[src/rtl/bpc_pkg.sv]
/*
 * bpc_pkg: shared constants and types for the backward path signal codec.
 * assumes both ends run on one 40 MHz clock and exchange 8-bit characters.
 */
package bpc_pkg;
    // ------------------------------------------------------------
    // character framing
    // ------------------------------------------------------------
    localparam int unsigned CHAR_W = 8;
    localparam logic [2:0] UPPER_BITS = 3'h3; // b7=0 b6=1 b5=1
    localparam int unsigned NIB_W = 4;
    // ------------------------------------------------------------
    // primary set low nibble codes
    // ------------------------------------------------------------
    localparam logic [3:0] DIGIT_MAX = 4'h9;
    localparam logic [3:0] CODE_CPS_START = 4'ha;
    localparam logic [3:0] CODE_LINE_END = 4'hb;
    localparam logic [3:0] CODE_CONNECTED = 4'hc; // b1 selects metering
    localparam logic [3:0] CODE_TC_START = 4'he;
    localparam logic [3:0] CODE_ESCAPE = 4'hf;
    localparam logic [3:0] CODE_TC_BASE = 4'hc; // b2 clip, b1 no metering
    localparam int unsigned NET_ID_DIGITS = 4;
    // ------------------------------------------------------------
    // user side commands
    // ------------------------------------------------------------
    typedef enum logic [2:0] {
        BPC_CMD_DIGIT,
        BPC_CMD_CPS_START,
        BPC_CMD_LINE_END,
        BPC_CMD_NET_ID,
        BPC_CMD_CONNECTED,
        BPC_CMD_TRANSIT,
        BPC_CMD_EXTENDED
    } bpc_cmd_e;
    // received character kinds
    typedef enum logic [2:0] {
        BPC_EV_DIGIT,
        BPC_EV_CPS_START,
        BPC_EV_LINE_END,
        BPC_EV_CONNECTED,
        BPC_EV_TC_START,
        BPC_EV_TRANSIT,
        BPC_EV_EXTENDED
    } bpc_ev_e;
    // odd parity over the 8-bit character
    function automatic logic [7:0] bpc_frame(input logic [3:0] nib);
        logic [6:0] low;
        low = {UPPER_BITS, nib};
        return {~(^low), low};
    endfunction
endpackage

[src/rtl/bpc_link_if.sv]
/*
 * bpc_link_if: backward signalling path between the signalled-to end
 * (sender) and the preceding end (receiver). assumes one common clock.
 */
`timescale 1ns/1ps
interface bpc_link_if;
    logic [7:0] char_data; // 8-bit character with parity
    logic char_valid; // one-cycle character strobe
    modport sender (output char_data, output char_valid);
    modport receiver (input char_data, input char_valid);
endinterface

[src/rtl/bpc_tx.sv]
/*
 * bpc_tx: signalled-to end; turns user commands into framed characters.
 * assumes the link accepts one character per cycle with no back-pressure.
 */
// How it works
// - upper bits always 011
// - b8 gives odd parity
// - nibbles 0..9 are digits
// - 1010 starts call progress code
// - 1011 ends line id, starts net id
// - missing line id sends 1011 alone
// - 1110 starts transit connect indication
// - 1110 always immediately precedes transit indication
// - 1111 escapes to extended set
// - extended char only right after escape
// - extended codes national use only
// - transit: b2 line id, b1 metering
// - after 1110 only 11xx allowed
// - net id is exactly four digits
`timescale 1ns/1ps
module bpc_tx (
    input wire logic ref_clk_i, // 40 MHz clock
    input wire logic resetn_i, // async reset, active low
    input wire logic cmd_valid_i, // command request
    output logic cmd_ready_o, // command accepted this cycle
    input wire bpc_pkg::bpc_cmd_e cmd_i, // command kind
    input wire logic [15:0] cmd_arg_i, // digit, flags or net id digits
    bpc_link_if.sender link // backward path out
);
    // ------------------------------------------------------------
    // sequencing state
    // ------------------------------------------------------------
    typedef enum logic [1:0] {ST_IDLE, ST_SECOND, ST_NETID} bpc_tx_st_e;
    bpc_tx_st_e st_q;
    logic [3:0] second_q; // nibble sent after a prefix
    logic [15:0] netid_q; // four bcd digits, first in top
    logic [1:0] dcnt_q;

    assign cmd_ready_o = (st_q == ST_IDLE);

    // state and sequence control
    always_ff @(posedge ref_clk_i or negedge resetn_i) begin
        if (!resetn_i) begin
            st_q <= ST_IDLE;
            second_q <= 4'h0;
            netid_q <= 16'h0000;
            dcnt_q <= 2'h0;
        end else begin
            case (st_q)
                ST_IDLE: begin
                    if (cmd_valid_i) begin
                        if (cmd_i == bpc_pkg::BPC_CMD_TRANSIT) begin
                            st_q <= ST_SECOND;
                            // top bits forced to 11 so no unallocated code follows the marker
                            second_q <= {bpc_pkg::CODE_TC_BASE[3:2], cmd_arg_i[1:0]};
                        end else if (cmd_i == bpc_pkg::BPC_CMD_EXTENDED) begin
                            st_q <= ST_SECOND;
                            second_q <= cmd_arg_i[3:0];
                        end else if (cmd_i == bpc_pkg::BPC_CMD_NET_ID) begin
                            st_q <= ST_NETID;
                            netid_q <= cmd_arg_i;
                            dcnt_q <= 2'h0;
                        end
                    end
                end
                ST_SECOND: begin
                    st_q <= ST_IDLE;
                end
                default: begin
                    netid_q <= {netid_q[11:0], 4'h0};
                    dcnt_q <= dcnt_q + 2'h1;
                    if (dcnt_q == 2'(bpc_pkg::NET_ID_DIGITS - 1)) begin
                        st_q <= ST_IDLE;
                    end
                end
            endcase
        end
    end

    // character output register
    always_ff @(posedge ref_clk_i or negedge resetn_i) begin
        if (!resetn_i) begin
            link.char_valid <= 1'b0;
            link.char_data <= 8'h00;
        end else begin
            link.char_valid <= 1'b0;
            case (st_q)
                ST_IDLE: begin
                    if (cmd_valid_i) begin
                        link.char_valid <= 1'b1;
                        case (cmd_i)
                            bpc_pkg::BPC_CMD_DIGIT: begin
                                // out-of-range digits clamp to 9 so nothing unallocated leaves
                                link.char_data <= bpc_pkg::bpc_frame((cmd_arg_i[3:0] > bpc_pkg::DIGIT_MAX)
                                    ? bpc_pkg::DIGIT_MAX : cmd_arg_i[3:0]);
                            end
                            bpc_pkg::BPC_CMD_CPS_START: link.char_data <= bpc_pkg::bpc_frame(bpc_pkg::CODE_CPS_START);
                            bpc_pkg::BPC_CMD_LINE_END: link.char_data <= bpc_pkg::bpc_frame(bpc_pkg::CODE_LINE_END);
                            bpc_pkg::BPC_CMD_NET_ID: link.char_data <= bpc_pkg::bpc_frame(bpc_pkg::CODE_LINE_END);
                            bpc_pkg::BPC_CMD_CONNECTED: begin
                                link.char_data <= bpc_pkg::bpc_frame({bpc_pkg::CODE_CONNECTED[3:1], cmd_arg_i[0]});
                            end
                            bpc_pkg::BPC_CMD_TRANSIT: link.char_data <= bpc_pkg::bpc_frame(bpc_pkg::CODE_TC_START);
                            default: link.char_data <= bpc_pkg::bpc_frame(bpc_pkg::CODE_ESCAPE);
                        endcase
                    end
                end
                ST_SECOND: begin
                    link.char_valid <= 1'b1;
                    link.char_data <= bpc_pkg::bpc_frame(second_q);
                end
                default: begin
                    link.char_valid <= 1'b1;
                    link.char_data <= bpc_pkg::bpc_frame((netid_q[15:12] > bpc_pkg::DIGIT_MAX)
                        ? bpc_pkg::DIGIT_MAX : netid_q[15:12]);
                end
            endcase
        end
    end
endmodule

[src/flat_wrapper.sv]
// flat-port wrapper written by rule: the top's interface ports become plain ports
module bpc_tx_flat 
  (ref_clk_i, resetn_i, cmd_valid_i, cmd_ready_o, cmd_i, cmd_arg_i, link_char_data, link_char_valid);
  bpc_link_if link_i ();
  input wire logic ref_clk_i;
  input wire logic resetn_i;
  input wire logic cmd_valid_i;
  output logic cmd_ready_o;
  input wire bpc_pkg::bpc_cmd_e cmd_i;
  input wire logic [15:0] cmd_arg_i;
  output wire logic [$bits(link_i.char_data)-1:0] link_char_data;
  output wire logic [$bits(link_i.char_valid)-1:0] link_char_valid;
  assign link_char_data = link_i.char_data;
  assign link_char_valid = link_i.char_valid;
  bpc_tx u_core (.ref_clk_i(ref_clk_i), .resetn_i(resetn_i), .cmd_valid_i(cmd_valid_i), .cmd_ready_o(cmd_ready_o), .cmd_i(cmd_i), .cmd_arg_i(cmd_arg_i), .link(link_i));
endmodule
[config.mk]
export PLATFORM = sky130hd
export DESIGN_NAME = bpc_tx_flat
export DESIGN_NICKNAME = d
export VERILOG_FILES = /design/src/rtl/bpc_pkg.sv /design/src/rtl/bpc_link_if.sv /design/src/rtl/bpc_tx.sv /design/src/flat_wrapper.sv
export SDC_FILE = /design/constraint.sdc
export NUM_CORES = 1
export LEC_CHECK = 0
export BUFFER_PORTS_ARGS = -buffer_cell sky130_fd_sc_hd__buf_2
export CELL_PAD_IN_SITES_DETAIL_PLACEMENT = 1
export CELL_PAD_IN_SITES_GLOBAL_PLACEMENT = 1
export CORE_UTILIZATION = 35
export DETAILED_ROUTE_END_ITERATION = 7
export PLACE_DENSITY = 0.8
export REMOVE_ABC_BUFFERS = 1
export SYNTH_ARGS = -nofsm -noshare
export SYNTH_HDL_FRONTEND = slang
export SYNTH_SLANG_ARGS = --single-unit
[constraint.sdc]
create_clock -name ref_clk_i -period 1.55 [get_ports ref_clk_i]
set_input_delay 0.31 -clock ref_clk_i [delete_from_list [all_inputs] [get_ports ref_clk_i]]
set_output_delay 0.31 -clock ref_clk_i [all_outputs]
set_load 0.05 [all_outputs]
Word-level counts from Yosys, hierarchy flattened
Index checks and enable logic that the tools add are counted.

Reductions and logical operators: 12. Bitwise logic cells: 5. Div/mod/pow operators: 0. Multiplexer cells: 25. Multipliers: 0. $lt $le $gt $ge: 2. Equality and inequality tests: 13. Shifts and indexed selects: 0. Add/subtract/negate cells: 1.

Operators with widths (count): 2-to-1 mux 16 bit (4); one-hot mux 8 bit (5 select lines) (1); one-hot mux 16 bit (2 select lines) (1); parity 7 bit (4); 2-to-1 mux 2 bit (9); 2-to-1 mux 4 bit (4); one-hot mux 8 bit (2 select lines) (1); == test 3 bit (second input constant) (3); > comparator 4 bit (second input constant) (2); 2-to-1 mux 8 bit (1); one-hot mux 2 bit (2 select lines) (2); == test 3 x 2 -> 1 bit (second input constant) (2); inequality test 2 bit (second input constant) (3); AND reduction 3 bit (2); NOT 1 bit (5); AND reduction 5 bit (1); inequality test 4 x 1 -> 1 bit (second input constant) (1); == test 3 x 1 -> 1 bit (second input constant) (1); zero test 3 bit (1); nonzero test 3 bit (1); adder 2 x 1 -> 2 bit (second input constant) (1); == test 2 x 1 -> 1 bit (second input constant) (1); == test 2 bit (second input constant) (1); zero test 2 bit (1); 4 further kinds (5).

Memory bits (read-only): 0. Bits in registers: 33. Memories kept: 0. RAM bits: 0. Bits in latches: 0. Output and inout bits: 10. Logic and storage cells: 64.

Longest topological paths before layout
Gate-level depths: netlist of the first run.

Depth after elaboration: 7. Depth in mapped cells: 7.

Worst setup path before layout of the first run
No wires, ideal clock.

Kind: reg-to-reg. Start: register u_core.st_q[1]. End: register u_core.netid_q[10]. Arrival time: 1.264 ns. Library setup time: 0.121 ns. Slack: 0.165 ns. Cell stages (with the launch flop): 6. Cells stage by stage: dfrtp_1 > buf_6 > nor2_4 > buf_2 > mux2i_1 > o21ai_1.

Cells in the longest elaborated chain, start to end: 3. Elaborated cells between the ends (all ways): 9. Those cells by class: eq/ne: 5; mux: 1; bitwise: 1; reduce/logical: 2.

Ends and longest elaborated chain: start: declaration (RTL line bpc_tx.sv:34) `bpc_tx_st_e st_q;`; start signal: assignment (RTL line bpc_tx.sv:44) `st_q <= ST_IDLE;`; start signal: assignment (RTL line bpc_tx.sv:53) `st_q <= ST_SECOND;`; start signal: assignment (RTL line bpc_tx.sv:57) `st_q <= ST_SECOND;`; zero test 2 bit (*); net cmd_ready_o (RTL line flat_wrapper.sv:8) `output logic cmd_ready_o;`; inequality test 2 bit (no line) or inequality test 2 x 1 -> 1 bit (tied branches); AND reduction 5 bit (no line); end signal: assignment (RTL line bpc_tx.sv:61) `netid_q <= cmd_arg_i;`; end signal: assignment (RTL line bpc_tx.sv:70) `netid_q <= {netid_q[11:0], 4'h0};`; end: declaration (RTL line bpc_tx.sv:36) `logic [15:0] netid_q;`.

The timed path passes the listed nets; every way through them passes the cells marked *. A chain may end at the register's enable or synchronous reset.

Worst setup path in the final report of the first run
Start: register u_core.st_q[0]. End: output cmd_ready_o.

Cells in the longest elaborated chain, start to end: 1.

Ends and longest elaborated chain: zero test 2 bit (RTL line bpc_tx.sv:39) `assign cmd_ready_o = (st_q == ST_IDLE);`; end: declaration (RTL line flat_wrapper.sv:8).

Every way passes these cells.

==> metrics, run 1 <==
PnR worst setup slack=0.06733 ns; largest net degree at the start of global routing=27; starting density of the core=0.3725; Synth top area share=0.4655; antenna violations before repair=0; first-pass GRT wire length=6.858 mm; power density cells=2193 mW/mm^2; DRC=3; MaxCap Viol Count=0; placed cells=~250; Skew-Pair Late Insertion Delay=0.29 ns; post-synthesis cell count=168; Tcrit/Tclk final=0.9566; first-pass iteration count of the detailed router=8; Slowest Stage Delay on Critical Path=around 0.45 ns; # IOs=32; DR vias=roughly 1.4k; routed length per instance=16.04 microns; Synth Area in XOR/XNOR=0.04204; fin cells=about 260; final wirelength=4.138 mm; grt total ovfl=0; number of flops mapped to enable cells by yosys=0; CTS tree=built; core region area=0.004474 sq mm; Post-Synth Simple-Gate Area=0.1524; Worst Setup Start Kind=flop; violated checks=DRC; register area share after synthesis=0.4655; met3 global-route usage=0.05840; Area Growth Syn to Fin=20.95%; met1 usage=0.2355; beginning of the worst hold path=cmd_arg_i[2]; top post-synthesis cells by area=dfrtp_1 47%, mux2i_1 7.2%, nand2_1 5.9%; Final min period=~1.5 ns; area of the die=about 0.005 sq mm; chip height=71.01 microns; Worst EP arrival=1.17 ns; dpl ws=0.1201 ns; # nets final=228; complex-gate fraction of the synthesized area=0.1757; dpl hpwl=3.050 mm; run status=finished, violations left; worst min-delay path class=input port to flop; CP cell instances=nor2_4 > buf_4; FMAX=between 600 and 700 MHz; synthesis-stage register bit count=31; CTS H-tree depth=2; fraction of layout cells with a size suffix above 1=0.2670; Netlist cell types=41; GP Congestion=0.8511; Critical Path Stages=2; number of global-route vias before repair=1,363; RSZ-0062 raised after global routing=no; synth warn=0; # rows=24; Cells on Worst Hold Path=3; final hold vios=0; average size of a mapped cell=a little under 10 sq um; M2 GR Usage=0.2874; ANT nets after route=0; ys flop type=dfrtp_1; Async S/R FF share, synth=1.000; adder-cell share of the synthesized area=0.007508; worst setup path startpoint=u_core.st_q[0]; reg-to-reg startpoint=u_core.st_q[0]; Slew Limit Fails=0; Util after Layout=0.4505; GRT busiest layer=met2; critical path required time=1.24 ns; CP delay by family, top=flip-flops; Max Clock Skew=0.006427 ns; global-route usage over all layers=0.1844; Cell Area, Synth=between 0.0015 and 0.002 sq mm; maximum VDD drop=between 0.7 and 0.8 mV; starting DRC count in detailed routing=around 120; largest family of logic cells by synthesized area=compound AO/OA/AOI/OAI gates; R2R depth=4; post-synthesis mux area share=0.08559; clock root buffer=clkbuf_8; P_leak=0.9361 nW; worst hold slack=0.2793 ns; clk sinks=31; antenna diode count=0; CTS clk-pin slew, worst paths=0.07 ns; I/O Buffers=30; CTS Buf Count=5; Setup Viol. Count Final=0; Yosys top cell by area=dfrtp_1; worst-path fanout max=6; Critical-path top delay cell=dfrtp_1; worst setup path class=flop to output port; clk buf depth=2; Chip Width=71.01 microns; Crit path buffers/inverters=1; capturing element type of the critical path=output port; Vias/cell=between 5 and 6
routing by layer:
| metal | routed length, microns | vias to the layer above | part of all wire |
|---|---|---|---|
| li1 | - | 656 | - |
| met1 | 1870 | 668 | 0.45 |
| met2 | 2028 | 35 | 0.49 |
| met3 | 182 | 4 | 0.044 |
| met4 | 57 | 0 | 0.014 |
| met5 | 0 | - | 0 |
area by class of cell:
type,instances,area [sq um]
Clock buffer,6,82.58
Clock inverter,2,35.03
Fill cell,529,2459
Inverter,5,18.77
Multi-Input combinational cell,121,775.7
Sequential cell,31,775.7
Tap cell,52,65.06
Timing Repair Buffer,41,262.8
kinds of logic after synthesis:
logic type	after synthesis
other	1
buffers and inverters	16
muxes	14
and+or+nand+nor	52
adders and majority gates	1
AOI/OAI and AO/OA	45
xor gates and xnor gates	8
DFF	31
cell usage after synthesis (all sizes together) (2+ instances only):
library cell,instances
xor2,2
nor3,2
dfrtp,31
mux2i,12
nand3b,2
nor3b,2
nand2,26
o211ai,2
xnor2,6
or2,2
o21ai,22
mux2,2
buf,11
o21a,2
nand2b,3
o31ai,3
inv,5
nor2,9
o32ai,3
or3,2
nand3,3
a21oi,6
tightest hold or removal path, cell delays in order:
cell and delay, ns:
buf_2 0.12, nand2_1 0.06, o21ai_1 0.05
placed cells by master (no fill, tap or decap), drive strengths merged:
master,Yosys,layout
nand3b,2,2
dlygate4sd3,0,1
clkbuf,0,6
nand3,3,3
ha,1,1
xor2,2,2
nand2,26,26
mux2i,12,12
o211ai,2,2
nor2,9,9
buf,11,40
o2111a,1,1
o22ai,1,1
clkinv,0,1
a31oi,1,1
o32ai,3,3
o21a,2,2
a21oi,6,6
nand2b,3,3
o21ai,22,22
o31ai,3,3
xnor2,6,6
nor3,2,2
bufinv,0,1
or2,2,2
a211oi,1,1
nor3b,2,2
mux2,2,2
dfrtp,31,31
or3,2,2
a22o,1,1
nand4,1,1
a221oi,1,1
o21bai,1,1
conb,1,1
inv,5,5
state kept, by name, indices dropped and copies added (netlist names):
name,cells
u_core.dcnt_q,2
u_core.st_q,2
u_core.second_q,4
u_core.link.char_valid,1
u_core.link.char_data,6
u_core.netid_q,16
per-stage QoR:
stage,TNS (ns),area [sq um],total power [mW]
after floorplan,-1.535,1570,2.861
after global placement,0,1871,3.452
after detailed placement,0,1871,3.544
after CTS,0,2001,4.424
after global routing,0,2016,4.741
final,0,2016,4.421
report_power, final:
| part | switching (mW) | internal [mW] | leakage, nW |
|---|---|---|---|
| combinational | 1.23 | 0.877 | 0.498 |
| sequential | 0.299 | 1.17 | 0.376 |
| clock | 0.320 | 0.520 | 0.0612 |
worst paths after layout:
kind,endpoint,slack [ns]
min in group asynchronous,u_core.st_q[1],0.48
min reg2reg,u_core.netid_q[8],0.48
max in group asynchronous,u_core.dcnt_q[1],0.64
max,cmd_ready_o,0.07
max reg2reg,u_core.dcnt_q[1],0.10
min,u_core.netid_q[2],0.28
what timing repair did:
item / in CTS / in global routing
resized for setup: 1 / 0
hold endpoints to repair: 14 / 0
setup endpoints to repair: 1 / 1
setup buffers: 0 / 2
hold buffers: 1 / 0
pin swaps: 1 / 1
No activity file was read; power rests on OpenSTA's default activity.
==> run 2: changes to the inputs <==
REMOVE_ABC_BUFFERS = default   (was 1)
SKIP_LAST_GASP = 1   (was default)
==> metrics, run 2 (synthesized netlist as in run 1, its figures left out) <==
run status=finished, violations left (unchanged); violated checks=DRC (unchanged); Pint=2.476 mW (was 2.572 mW); Mapped Nets=191; chip height=71.01 microns (unchanged); worst-path fanout max=7 (was 6); metal3 WL=150 microns (was 182 microns); final wirelength=3.911 mm (was 4.138 mm); RSZ-0062 raised after global routing=no (unchanged); MaxCap Viol Count=0 (unchanged); # IOs=32 (unchanged); Final Total Pwr=4.311 mW (was 4.421 mW); CP cell instances=nor2_4 > buf_4 (unchanged); worst min-delay path class=input port to async pin (was input port to flop); dpl hpwl=2.804 mm (was 3.050 mm); cts hold-fix bufs=0 (was 1); P_leak=0.9094 nW (was 0.9361 nW); antenna diode count=0 (unchanged); Clk pwr share=0.189 (was 0.190); worst setup path class=flop to output port (unchanged); CTS clk-pin slew, worst paths=0.07 ns (about the same); Largest Register=u_core.netid_q (unchanged); largest net degree at the start of global routing=35 (was 27); Area Growth Syn to Fin=17.64% (was 20.95%); Seq pwr share=0.342 (was 0.333); DRC=3 (unchanged); capturing element type of the critical path=output port (unchanged); Worst Setup Start Kind=flop (unchanged); Critical-path top delay cell=dfrtp_1 (unchanged); fraction of layout cells with a size suffix above 1=0.2611 (was 0.2670); Max Clock Skew=0.006986 ns (was 0.006427 ns); Worst EP arrival=1.19 ns (was 1.17 ns); I/O Buffers=30 (unchanged); first-pass iteration count of the detailed router=8 (unchanged); placed cells=245 (was 247); commonest non-fill, non-tap cell in the layout=dfrtp_1 (unchanged); PnR worst setup slack=0.04554 ns (was 0.06733 ns); Chip Width=71.01 microns (unchanged); Max Used Layer=met4 (unchanged); starting density of the core=0.3725 (unchanged); Vias/cell=5.220 (was 5.283); Routed met1 length=1.898 mm (was 1.870 mm); dpl cell area=0.001831 sq mm (was 0.001871 sq mm); core region area=0.004474 sq mm (unchanged); Skew-Pair Late Insertion Delay=0.30 ns (was 0.29 ns); power density cells=2199 mW/mm^2 (was 2193 mW/mm^2); CTS Buf Count=5 (unchanged); Util after Layout=0.4382 (was 0.4505); GP Congestion=0.8527 (was 0.8511); Slowest Stage Delay on Critical Path=0.48 ns (was 0.45 ns); starting DRC count in detailed routing=30 (was 124); critical path required time=1.24 ns (about the same); Met2 Routed Length=1.813 mm (was 2.028 mm); fin cells=255 (was 258); maximum VDD drop=0.7782 mV (was 0.7290 mV); Final min period=1.504 ns (was 1.483 ns); worst hold slack=0.02417 ns (was 0.2793 ns); routed length per instance=15.34 microns (was 16.04 microns); number of global-route vias before repair=1,400 (was 1,363); P_sw=1.835 mW (was 1.849 mW); CTS tree=built (unchanged); Setup Viol. Count Final=0 (unchanged); # rows=24 (unchanged); area of the die=0.005042 sq mm (unchanged); clk buf depth=2 (unchanged); commonest cells after routing, fill and taps aside=31 x dfrtp_1, 29 x buf_2, 26 x nand2_1 (unchanged); Slew Limit Fails=0 (unchanged); grt total ovfl=0 (unchanged); Largest regs=u_core.netid_q x16, u_core.link.char_data x6, u_core.second_q x4 (unchanged); max reg flops=16 (unchanged); # nets final=225 (was 228); CTS H-tree depth=2 (unchanged); antenna violations before repair=0 (unchanged); FMAX=664.7 MHz (was 674.5 MHz); final hold vios=0 (unchanged); Tcrit/Tclk final=0.9706 (was 0.9566); DR vias=1,331 (was 1,363); Gate power share=0.469 (was 0.476); global-route usage over all layers=0.1777 (was 0.1844); Switching Share=0.4257 (was 0.4183); Setup Total Neg Slack=0 ns (unchanged); post-route cell area=0.001961 sq mm (was 0.002016 sq mm); clk sinks=31 (unchanged); clock root buffer=clkbuf_8 (unchanged); ANT nets after route=0 (unchanged); first-pass GRT wire length=6.886 mm (was 6.858 mm); dpl ws=0.1233 ns (was 0.1201 ns)
run 2: changes by cell type in the layout (fill, tap and decap cells not counted), sizes merged:
cell,previous run,this run
buf,40,38
clkbuf,6,5
clkinv,1,2
dlygate4sd3,1,0
run 2: routing by layer:
layer,vias up,track usage
met5,-,0
met4,0,0.08000
met3,7,0.03134
met2,30,0.2724
met1,647,0.2464
li1,647,-
run 2: critical path: cells and delay by family, from the launching register on:
| family | cells | cell delay, ns |
|---|---|---|
| flip-flops | 1 | 0.48 |
| buffers and inverters | 1 | 0.22 |
| AND/OR/NAND/NOR | 1 | 0.20 |
run 2: layout make-up:
class	instances	area (sq um)
clock buffer	5	68.82
multi-input combinational	121	775.7
clock inverter	3	43.79
fill	518	2514
sequential	31	775.7
tap	52	65.06
inverter	5	18.77
timing repair buffer	38	212.7
run 2: what timing repair did:
action | CTS | global route
endpoints found under the hold margin | 0 | 0
setup endpoints to repair | 1 | 0
buffers inserted | 2 | 0
resized for setup | 1 | 0
run 2: final timing paths:
| kind | from | endpoint | slack (ns) | depth (start not counted) |
|---|---|---|---|---|
| max in group asynchronous | resetn_i | u_core.netid_q[4] | 1.24 | 2 |
| hold reg to reg | u_core.dcnt_q[0] | u_core.dcnt_q[0] | 0.48 | 1 |
| hold / removal | resetn_i | u_core.link.char_valid | 0.02 | 2 |
| min in group ref_clk_i | cmd_arg_i[12] | u_core.netid_q[12] | 0.29 | 3 |
| setup / recovery | u_core.st_q[1] | cmd_ready_o | 0.05 | 2 |
| setup reg to reg | u_core.st_q[1] | u_core.netid_q[15] | 0.12 | 5 |
run 2: power groups by stage:
stage                     combinational, mW  sequential (mW)  clock, mW
after floorplan                        1.40             1.64          0
after global placement                 1.91             1.47          0
after detailed placement               1.96             1.49          0
after CTS                              2.04             1.48      0.840
after global routing                   2.23             1.52      0.865
final                                  2.02             1.47      0.816
